### src/hdl/pvs_pkg.sv
package pvs_pkg;
  // register file shape
  localparam int unsigned REG_W       = 12;
  localparam int unsigned REG_NUM     = 19;
  localparam int unsigned ADDR_W      = 5;
  // register indices (load address)
  localparam logic [4:0] STATUS_MODE_CONTROL     = 5'h00;
  localparam logic [4:0] HORIZONTAL_FRONT_PORCH  = 5'h01;
  localparam logic [4:0] HORIZONTAL_SYNC_END     = 5'h02;
  localparam logic [4:0] HORIZONTAL_BLANK_WIDTH  = 5'h03;
  localparam logic [4:0] CLOCKS_PER_LINE         = 5'h04;
  localparam logic [4:0] VERTICAL_FRONT_PORCH    = 5'h05;
  localparam logic [4:0] VERTICAL_SYNC_END       = 5'h06;
  localparam logic [4:0] VERTICAL_BLANK_WIDTH    = 5'h07;
  localparam logic [4:0] LINES_PER_FRAME         = 5'h08;
  localparam logic [4:0] EQUALIZATION_PULSE_END  = 5'h09;
  localparam logic [4:0] SERRATION_PULSE_END     = 5'h0a;
  localparam logic [4:0] EQ_SERR_INTERVAL_START  = 5'h0b;
  localparam logic [4:0] EQ_SERR_INTERVAL_END    = 5'h0c;
  localparam logic [4:0] VERT_INTERRUPT_ON_LINE  = 5'h0d;
  localparam logic [4:0] VERT_INTERRUPT_OFF_LINE = 5'h0e;
  localparam logic [4:0] HORIZ_CURSOR_START      = 5'h0f;
  localparam logic [4:0] HORIZ_CURSOR_END        = 5'h10;
  localparam logic [4:0] VERT_CURSOR_START       = 5'h11;
  localparam logic [4:0] VERT_CURSOR_END         = 5'h12;
  // status field positions
  localparam int unsigned ST_SEL_VERTICAL_BLANK = 0;
  localparam int unsigned ST_SEL_VSYNC  = 1;
  localparam int unsigned ST_SEL_CURSOR = 2;
  localparam int unsigned ST_MODE_LO    = 3;
  localparam int unsigned ST_MODE_HI    = 4;
  localparam int unsigned ST_POL_BLANK  = 5;
  localparam int unsigned ST_POL_SYNC   = 6;
  localparam int unsigned ST_POL_HBL    = 7;
  localparam int unsigned ST_POL_HSV    = 8;
  localparam int unsigned ST_EQ_OFF     = 9;
  localparam int unsigned ST_CLK_RUN    = 10;
  localparam int unsigned ST_TEST       = 11;
  // reset values
  localparam logic [11:0] STATUS_RST_BASE = 12'h000;
  localparam logic [11:0] STATUS_RST_RUN  = 12'h400;
  localparam logic [11:0] DATA_RST        = 12'h000;
  localparam logic [12:0] CNT_START       = 13'h0001;
  // mode codes in status bits 4:3
  localparam logic [1:0] MODE_INTERLACED = 2'h0;
  localparam logic [1:0] MODE_NI_DOUBLE  = 2'h1;
  localparam logic [1:0] MODE_ILLEGAL    = 2'h2;
  localparam logic [1:0] MODE_NI_SINGLE  = 2'h3;

  // one register write taken from the load pins
  typedef struct packed {
    logic [4:0]  addr;
    logic [11:0] data;
  } pvs_wr_t;

  // active-high timing terms before mapping and polarity
  typedef struct packed {
    logic horizontal_blank;
    logic hsync;
    logic vertical_blank;
    logic vsync;
    logic composite_blank;
    logic composite_sync;
    logic horizontal_gate;
    logic vertical_gate;
    logic cursor;
    logic vertical_interrupt;
  } pvs_terms_t;
endpackage

### src/hdl/pvs_timing.sv
`timescale 1ns/1ps
// Summary of operation
// all registers twelve bits, pulses by start/end
// status clears to zero, or 0x400 variant
// status bits 0-2 select four output contents
// bits 4:3 pick interlace/serration mode, 10 illegal
// double modes pulse twice per line, single once
// bits 5-8 set output polarities, one is high
// bit 9 one suppresses equalization and serration
// bit 10 stops or runs all timing
// bit 11 factory counter test, keep zero
// horizontal count 1 to clocks-per-line, falling edge
// clocks-per-line must be programmed even
// front porch, sync and blank from counts
// vertical count 1 to lines-per-frame
// interlaced vertical edges count half-lines
// vertical porch, sync, blank from counts
// vertical edges align with horizontal leading edges
// composite terms are OR of active-high parts
// eq/serration span between interval start/end
// eq and serration widths from pulse end regs
// gating pulses from cursor start/end registers
// cursor is AND of horizontal, vertical gates
// vertical interrupt between on and off lines
// field high odd, low even, high non-interlaced
// clear loads defaults, restarts counters
// counters wrap to 1, field follows frame
module pvs_timing #(
  parameter bit RUN_AT_CLEAR = 1'b0  // variant that starts with timing running
) (
  // clock and reset
  input  wire logic        clk_i,
  input  wire logic        srst_i,
  // register load pins, asynchronous to clk_i
  input  wire logic        load_i,
  input  wire logic [4:0]  load_addr_i,
  input  wire logic [11:0] load_data_i,
  // video outputs
  output logic             vert_or_composite_blank_out_o,
  output logic             vert_or_composite_sync_out_o,
  output logic             horizontal_blank_or_hdrive_out_o,
  output logic             hsync_or_vdrive_out_o,
  output logic             field_odd_o
);

  localparam logic [11:0] STATUS_RST = RUN_AT_CLEAR ? pvs_pkg::STATUS_RST_RUN
                                                    : pvs_pkg::STATUS_RST_BASE;

  logic [11:0]          regs_r [pvs_pkg::REG_NUM];  // register file
  logic [2:0]           load_s_r;                   // load strobe sync chain
  pvs_pkg::pvs_wr_t     wr_s1_r;                    // first stage of pin sync
  pvs_pkg::pvs_wr_t     wr_s2_r;                    // settled address and data
  logic [12:0]          hcnt_r;                     // clock in line, from 1
  logic [12:0]          vcnt_r;                     // line or half-line unit, from 1
  logic                 vsync_r;                    // vertical sync aligned to hsync
  pvs_pkg::pvs_terms_t  t;                          // active-high timing terms
  logic                 blank_out_r;
  logic                 sync_out_r;
  logic                 hbl_out_r;
  logic                 hsv_out_r;
  logic                 field_r;

  // range test used by every start/end comparator but the serration gap
  function automatic logic in_span(input logic [12:0] cnt, input logic [11:0] lo,
                                   input logic [11:0] hi);
    in_span = (cnt >= {1'b0, lo}) && (cnt < {1'b0, hi});
  endfunction

  // status fields
  wire logic [11:0] status     = regs_r[pvs_pkg::STATUS_MODE_CONTROL];
  wire logic [1:0]  mode       = status[pvs_pkg::ST_MODE_HI:pvs_pkg::ST_MODE_LO];
  wire logic        interlaced = (mode == pvs_pkg::MODE_INTERLACED);
  // the illegal code behaves as single serration; software must avoid it
  wire logic        double_rate = (mode == pvs_pkg::MODE_INTERLACED) ||
                                  (mode == pvs_pkg::MODE_NI_DOUBLE);
  wire logic        run        = status[pvs_pkg::ST_CLK_RUN];
  wire logic        eq_on      = !status[pvs_pkg::ST_EQ_OFF];
  // bit 11 is stored only: the factory counter test is not built

  // line geometry; an odd clocks-per-line loses its low bit when halved
  wire logic [12:0] line_length_count   = {1'b0, regs_r[pvs_pkg::CLOCKS_PER_LINE]};
  wire logic [12:0] half   = {2'b00, regs_r[pvs_pkg::CLOCKS_PER_LINE][11:1]};
  wire logic        h_wrap = (hcnt_r >= line_length_count);
  wire logic        h_mid  = (hcnt_r == half);
  // whole frame in vertical units: half-lines when interlaced
  wire logic [12:0] frame_length_count   = interlaced ? {regs_r[pvs_pkg::LINES_PER_FRAME], 1'b0}
                                        : {1'b0, regs_r[pvs_pkg::LINES_PER_FRAME]};
  wire logic        v_step = h_wrap || (interlaced && h_mid);
  wire logic        v_wrap = (vcnt_r >= frame_length_count);

  // position inside the current eq/serration period
  wire logic [12:0] hpos   = (double_rate && (hcnt_r > half)) ? hcnt_r - half : hcnt_r;
  wire logic [11:0] r_hfp  = regs_r[pvs_pkg::HORIZONTAL_FRONT_PORCH];
  wire logic        hs_start = (hpos == {1'b0, r_hfp});

  // pin synchroniser; logic reads the second data stage and strobe stages two and three
  always_ff @(negedge clk_i) begin
    load_s_r <= {load_s_r[1:0], load_i};
    wr_s1_r  <= '{addr: load_addr_i, data: load_data_i};
    wr_s2_r  <= wr_s1_r;
  end

  wire logic load_rise = load_s_r[1] && !load_s_r[2];

  // register file: a load rising edge writes one whole register
  genvar gi;
  generate
    for (gi = 0; gi < pvs_pkg::REG_NUM; gi++) begin : g_reg
      localparam logic [11:0] RST = (gi == 0) ? STATUS_RST : pvs_pkg::DATA_RST;
      always_ff @(negedge clk_i) begin
        if (srst_i) begin
          regs_r[gi] <= RST;
        end else if (load_rise && (wr_s2_r.addr == 5'(gi))) begin
          regs_r[gi] <= wr_s2_r.data;
        end
      end
    end
  endgenerate

  // horizontal and vertical counters; held while timing is stopped
  always_ff @(negedge clk_i) begin
    if (srst_i) begin
      hcnt_r <= pvs_pkg::CNT_START;
      vcnt_r <= pvs_pkg::CNT_START;
    end else if (run) begin
      hcnt_r <= h_wrap ? pvs_pkg::CNT_START : hcnt_r + 13'h0001;
      if (v_step) begin
        vcnt_r <= v_wrap ? pvs_pkg::CNT_START : vcnt_r + 13'h0001;
      end
    end
  end

  // vertical sync window in the current vertical unit
  wire logic vsync_now = in_span(vcnt_r, regs_r[pvs_pkg::VERTICAL_FRONT_PORCH],
                                 regs_r[pvs_pkg::VERTICAL_SYNC_END]);
  wire logic vs_take   = run && hs_start;  // a horizontal sync leading edge, or the mid-line point in double rate modes

  // vertical sync changes only at a horizontal sync leading edge or, in double rate modes, at the mid-line point
  always_ff @(negedge clk_i) begin
    if (srst_i) begin
      vsync_r <= 1'b0;
    end else if (vs_take) begin
      vsync_r <= vsync_now;
    end
  end

  // timing terms, all active high
  wire logic eq_span = in_span(vcnt_r, regs_r[pvs_pkg::EQ_SERR_INTERVAL_START],
                               regs_r[pvs_pkg::EQ_SERR_INTERVAL_END]);
  wire logic eq_pulse = in_span(hpos, r_hfp, regs_r[pvs_pkg::EQUALIZATION_PULSE_END]);
  // serration: sync held except the gap from front porch to serration end
  wire logic serr_pulse = (hpos >= {1'b0, regs_r[pvs_pkg::SERRATION_PULSE_END]}) ||
                          (hpos < {1'b0, r_hfp});
  always_comb begin
    t.horizontal_blank = in_span(hcnt_r, 12'h001, regs_r[pvs_pkg::HORIZONTAL_BLANK_WIDTH]);
    t.hsync  = in_span(hcnt_r, r_hfp, regs_r[pvs_pkg::HORIZONTAL_SYNC_END]);
    // vertical counter moves at line start, the horizontal_blank leading edge
    t.vertical_blank = in_span(vcnt_r, 12'h001, regs_r[pvs_pkg::VERTICAL_BLANK_WIDTH]);
    // bypass at the sync edge so vsync leaves in the same clock as hsync
    t.vsync  = vs_take ? vsync_now : vsync_r;
    t.composite_blank = t.horizontal_blank || t.vertical_blank;
    if (eq_on && eq_span) begin
      t.composite_sync = t.vsync ? serr_pulse : eq_pulse;
    end else begin
      t.composite_sync = t.hsync || t.vsync;
    end
    t.horizontal_gate  = in_span(hcnt_r, regs_r[pvs_pkg::HORIZ_CURSOR_START],
                       regs_r[pvs_pkg::HORIZ_CURSOR_END]);
    t.vertical_gate  = in_span(vcnt_r, regs_r[pvs_pkg::VERT_CURSOR_START],
                       regs_r[pvs_pkg::VERT_CURSOR_END]);
    t.cursor = t.horizontal_gate && t.vertical_gate;
    t.vertical_interrupt   = in_span(vcnt_r, regs_r[pvs_pkg::VERT_INTERRUPT_ON_LINE],
                       regs_r[pvs_pkg::VERT_INTERRUPT_OFF_LINE]);
  end

  // output selection per status bits 0-2
  wire logic sel_blank = status[pvs_pkg::ST_SEL_VERTICAL_BLANK] ? t.vertical_blank : t.composite_blank;
  wire logic sel_sync  = status[pvs_pkg::ST_SEL_VSYNC] ? t.vsync : t.composite_sync;
  wire logic sel_hbl   = status[pvs_pkg::ST_SEL_VERTICAL_BLANK] ? t.horizontal_blank :
                         (status[pvs_pkg::ST_SEL_CURSOR] ? t.cursor : t.horizontal_gate);
  wire logic sel_hsv   = status[pvs_pkg::ST_SEL_VSYNC] ? t.hsync :
                         (status[pvs_pkg::ST_SEL_CURSOR] ? t.vertical_interrupt : t.vertical_gate);
  // field: first half of an interlaced frame is odd
  wire logic field_nxt = !interlaced || (vcnt_r <= {1'b0, regs_r[pvs_pkg::LINES_PER_FRAME]});

  // registered outputs; a zero polarity bit gives active low
  always_ff @(negedge clk_i) begin
    if (srst_i) begin
      blank_out_r <= 1'b0;
      sync_out_r  <= 1'b0;
      hbl_out_r   <= 1'b0;
      hsv_out_r   <= 1'b0;
      field_r     <= 1'b1;
    end else begin
      blank_out_r <= sel_blank ^ !status[pvs_pkg::ST_POL_BLANK];
      sync_out_r  <= sel_sync ^ !status[pvs_pkg::ST_POL_SYNC];
      hbl_out_r   <= sel_hbl ^ !status[pvs_pkg::ST_POL_HBL];
      hsv_out_r   <= sel_hsv ^ !status[pvs_pkg::ST_POL_HSV];
      field_r     <= field_nxt;
    end
  end

  assign vert_or_composite_blank_out_o = blank_out_r;
  assign vert_or_composite_sync_out_o  = sync_out_r;
  assign horizontal_blank_or_hdrive_out_o        = hbl_out_r;
  assign hsync_or_vdrive_out_o         = hsv_out_r;
  assign field_odd_o                   = field_r;

  // checks
  chk_hcnt_range: assert property (@(negedge clk_i) disable iff (srst_i)
    (hcnt_r != 13'h0000)) else $error("horizontal count left its range");
  chk_hcnt_wrap: assert property (@(negedge clk_i) disable iff (srst_i)
    (run && h_wrap) |=> (hcnt_r == pvs_pkg::CNT_START))
    else $error("horizontal count did not return to one");
  chk_stop_hold: assert property (@(negedge clk_i) disable iff (srst_i)
    (!run && !load_rise) |=> $stable(hcnt_r) && $stable(vcnt_r))
    else $error("counters moved while stopped");
  chk_vstep_line: assert property (@(negedge clk_i) disable iff (srst_i)
    (run && !interlaced && !h_wrap && !v_wrap) |=> $stable(vcnt_r))
    else $error("vertical count moved mid line");
  chk_composite_sync_or: assert property (@(negedge clk_i) disable iff (srst_i)
    (!eq_span || !eq_on) |-> (t.composite_sync == (t.hsync || t.vsync)))
    else $error("composite sync not an OR");
  chk_composite_blank_or: assert property (@(negedge clk_i) disable iff (srst_i)
    t.composite_blank == (t.horizontal_blank || t.vertical_blank)) else $error("composite blank not an OR");
  chk_blank_pol: assert property (@(negedge clk_i) disable iff (srst_i)
    !$past(srst_i) |->
    (blank_out_r == ($past(sel_blank) ^ !$past(status[pvs_pkg::ST_POL_BLANK]))))
    else $error("blank output polarity wrong");
  chk_field_ni: assert property (@(negedge clk_i) disable iff (srst_i)
    (!interlaced && $past(!interlaced)) |-> field_odd_o)
    else $error("field output low outside interlace");
  chk_vsync_edge: assert property (@(negedge clk_i) disable iff (srst_i)
    !$past(run && hs_start) |-> $stable(vsync_r))
    else $error("vertical sync moved off a sync edge");
  chk_cursor_and: assert property (@(negedge clk_i) disable iff (srst_i)
    t.cursor |-> (t.horizontal_gate && t.vertical_gate)) else $error("cursor outside gates");
  chk_status_reset: assert property (@(negedge clk_i)
    srst_i |=> (status == STATUS_RST)) else $error("status reset value wrong");

endmodule

### config.mk
export PLATFORM = sky130hd
export DESIGN_NAME = pvs_timing
export DESIGN_NICKNAME = d
export VERILOG_FILES = /design/src/hdl/pvs_pkg.sv /design/src/hdl/pvs_timing.sv
export SDC_FILE = /design/constraint.sdc
export NUM_CORES = 1
export LEC_CHECK = 0
export BUFFER_PORTS_ARGS = -buffer_cell sky130_fd_sc_hd__buf_4
export CAP_MARGIN = 10
export CORE_UTILIZATION = 40
export DETAILED_ROUTE_END_ITERATION = 16
export HOLD_SLACK_MARGIN = 0.12
export PLACE_DENSITY = 0.57
export SYNTH_ARGS = -nofsm -noshare
export SYNTH_HDL_FRONTEND = slang
export SYNTH_SLANG_ARGS = --single-unit
### constraint.sdc
create_clock -name clk_i -period 10.8 [get_ports clk_i]
set_clock_uncertainty 0.05 [all_clocks]
set_input_delay 2.16 -clock clk_i [delete_from_list [all_inputs] [get_ports clk_i]]
set_output_delay 2.16 -clock clk_i [all_outputs]
set_load 0.02 [all_outputs]
==> out/results.ini <==
[run_status]
status = complete, no violations

[placement]
io_buffers = 24
place_congestion = 0.8440
dpl.hpwl_microns = 30660

[floorplan]
fp.dieW_microns = 211.5
start_util = 0.4068
die_h_microns = 211.5
rows = 76
die_area_sq_um = 44750
pin_count = 25
core_sq_um = 43170

[global_routing]
grt-ovfl-total = 0
antenna_found_initial = 2
grt_max_degree = 25
grt_pass1_wl_microns = 72900
track_usage = 0.2195
grt_pass1_vias = 13930

[worst_setup_path]
startpoint_type = input pin
required_ns = 5.82
cp_data_arrival_time_ns = 4.14
slowest_delay_ns = 0.63
cp_cell_sequence = buf_4 -> inv_1 -> nand2b_1 -> nor2_1 -> and2_1
cp_max_fo = 24
crit_type = in2reg
cpMaxStageDelayCell = nor2_1
endpoint_kind = flip-flop

[power]
power.density_nw_per_um2 = 149.1
p_leak_nw = 10.31
ir_worst_vdd_v = 0.00008303

[clock_network]
clk_pin_slew_ns = 0.04
cts.path.max_buffers = 3
cts_resized = 0
htree_levels = 2
hold_buffers = 0
cts_tree = done
cts_buffers = 36
insertion_delay_ns = 0.61
postCtsSetupBuffers = 0
root_buffer = clkbuf_16
clock-sinks = 296

[routing]
drtIter0Drc = 722
drt-pass1-iter-count = 5
drcViolationCount = 0
vias = 13290
routed_via_density = 5.066
drt-total-wl_microns = 47640
drtAntennaViolNets = 0
wl_per_cell_microns = 18.16

[synthesis]
yosys.area_share.adder = 0.1771
synth_top_family_by_area = adder cells
synth_compound_area_frac = 0.1037
yosysTopAreaCellShare = 0.3881
ys.warnings.count = 0
synthTopCellsByArea = edfxtp_1 39%, ha_1 18%, and2_1 8.2%, dfxtp_1 7.9%, inv_1 4.7%
syn-num-nets = 1920
yosys.area_share.xor_xnor = 0.01646
synth_edf_count = 227
ys_seq_elements = 296
netlist_instances = 1652
synth_mux_area_frac = 0.01411
ys_seq_area_frac = 0.4668
yosys.area.top_type = edfxtp_1
synth_ff_type = edfxtp_1
async_flop_share = 0
yosys.area_share.simple = 0.1650
post_synth_num_cell_types = 66
syn-cell-area_sq_um = 17560
postSynthAreaPerCell_sq_um = 10.63

[sta]
hold_viol_final = 0
setup_viol_count_final = 0
worstMarginPinSlew_ns = 1.204
slew_violations = 0
fin_tns_setup_ns = 0
slew_headroom = 0.1919
grt_setup_unrepaired = no

[worst_hold_path]
hold_class = reg2reg

[cells_and_area]
final_common_cell = inv_1
fin_util = 0.4847
fillers = 4132
drive_above_1_share = 0.07125
area_growth_syn_to_layout_pct = 19.15
nNetsFinal = 2276
final_cell_mix = 524 x inv_1, 247 x ha_1, 230 x and2_1

[flow_run]
cap_viol_max_count = 0

synth_stat cells (9+ instances only):
library cell,n
clkbuf_1,43
o21ai_0,68
dfxtp_1,69
a211oi_1,18
edfxtp_1,227
nand3_1,22
mux2_2,9
o21a_1,21
nand4_1,24
ha_1,247
nand2b_1,22
a21o_1,37
nor2b_1,18
and2_1,230
xnor2_1,21
nor2_1,82
inv_1,219
o2111ai_1,9
a21oi_1,56
mux2i_1,12
xor2_1,12
nor3_1,22
nand2_1,42
and3_1,10
registers in the layout (all words and copies together) (netlist names):
signal / flops
regs_r: 227
wr_s1_r: 17
wr_s2_r: 17
hcnt_r: 13
vcnt_r: 13
load_s_r: 3
field_odd_o: 1
horizontal_blank_or_hdrive_out_o: 1
hsync_or_vdrive_out_o: 1
vert_or_composite_blank_out_o: 1
vert_or_composite_sync_out_o: 1
vsync_r: 1
per-stage QoR:
stage	cell area (sq um)	power [mW]	hold slack [ns]	instances	setup slack [ns]
after floorplan	17560	1.575	0.2596	1652	2.007
after global placement	18630	1.649	0.2610	2259	1.112
after detailed placement	18630	1.655	0.2621	2259	1.059
after CTS	20910	3.184	0.2669	2619	1.685
after global routing	20920	3.321	0.2613	2620	1.479
final	20930	3.119	0.2629	2623	1.671
kinds of logic after synthesis:
kind of cell | after synthesis
xor+xnor | 33
buf+inv | 265
fa+ha+maj | 248
flops | 296
simple gates | 513
mux | 23
compound gates | 274
power breakdown:
| group | internal (mW) | switching (mW) |
|---|---|---|
| clock network | 0.869 | 0.772 |
| logic | 0.0722 | 0.121 |
| registers | 1.27 | 0.0190 |
| total | 2.21 | 0.912 |
worst max-delay path, delay by kind of cell:
kind	cells	cell delay (ns)
AND/OR/NAND/NOR	3	1.32
buffers and inverters	2	0.65
worst paths after layout:
| path | startpoint | end | slack, ns | depth (start not counted) |
|---|---|---|---|---|
| setup reg to reg | hcnt_r[0] | vert_or_composite_sync_out_o | 5.11 | 22 |
| setup / recovery | srst_i | regs_r[10][7] | 1.67 | 5 |
| hold / removal | load_s_r[0] | load_s_r[1] | 0.26 | 0 |
| hold reg to reg | load_s_r[0] | load_s_r[1] | 0.26 | 0 |
routing by layer:
| metal | vias to the layer above | part of all wire | routed length [microns] | track usage |
|---|---|---|---|---|
| li1 | 6535 | - | - | - |
| met1 | 6329 | 0.42 | 19870 | 0.2498 |
| met3 | 88 | 0.057 | 2701 | 0.05578 |
| met5 | - | 0 | 0 | 0 |
| met2 | 337 | 0.50 | 23670 | 0.3730 |
| met4 | 0 | 0.029 | 1396 | 0.1269 |
final cells by class:
class	count	area [sq um]	share of cell area
diodes	3	7.507	0.0003588
clock buffers	37	925.9	0.04425
clock inverters	324	1360	0.06500
inverters	218	818.3	0.03911
multi-input cells	1091	8366	0.3998
flip-flops and latches	296	8198	0.3918
well taps	585	732.0	0.03498
repair buffers	69	518.0	0.02475
No activity file was read; power rests on OpenSTA's default activity.
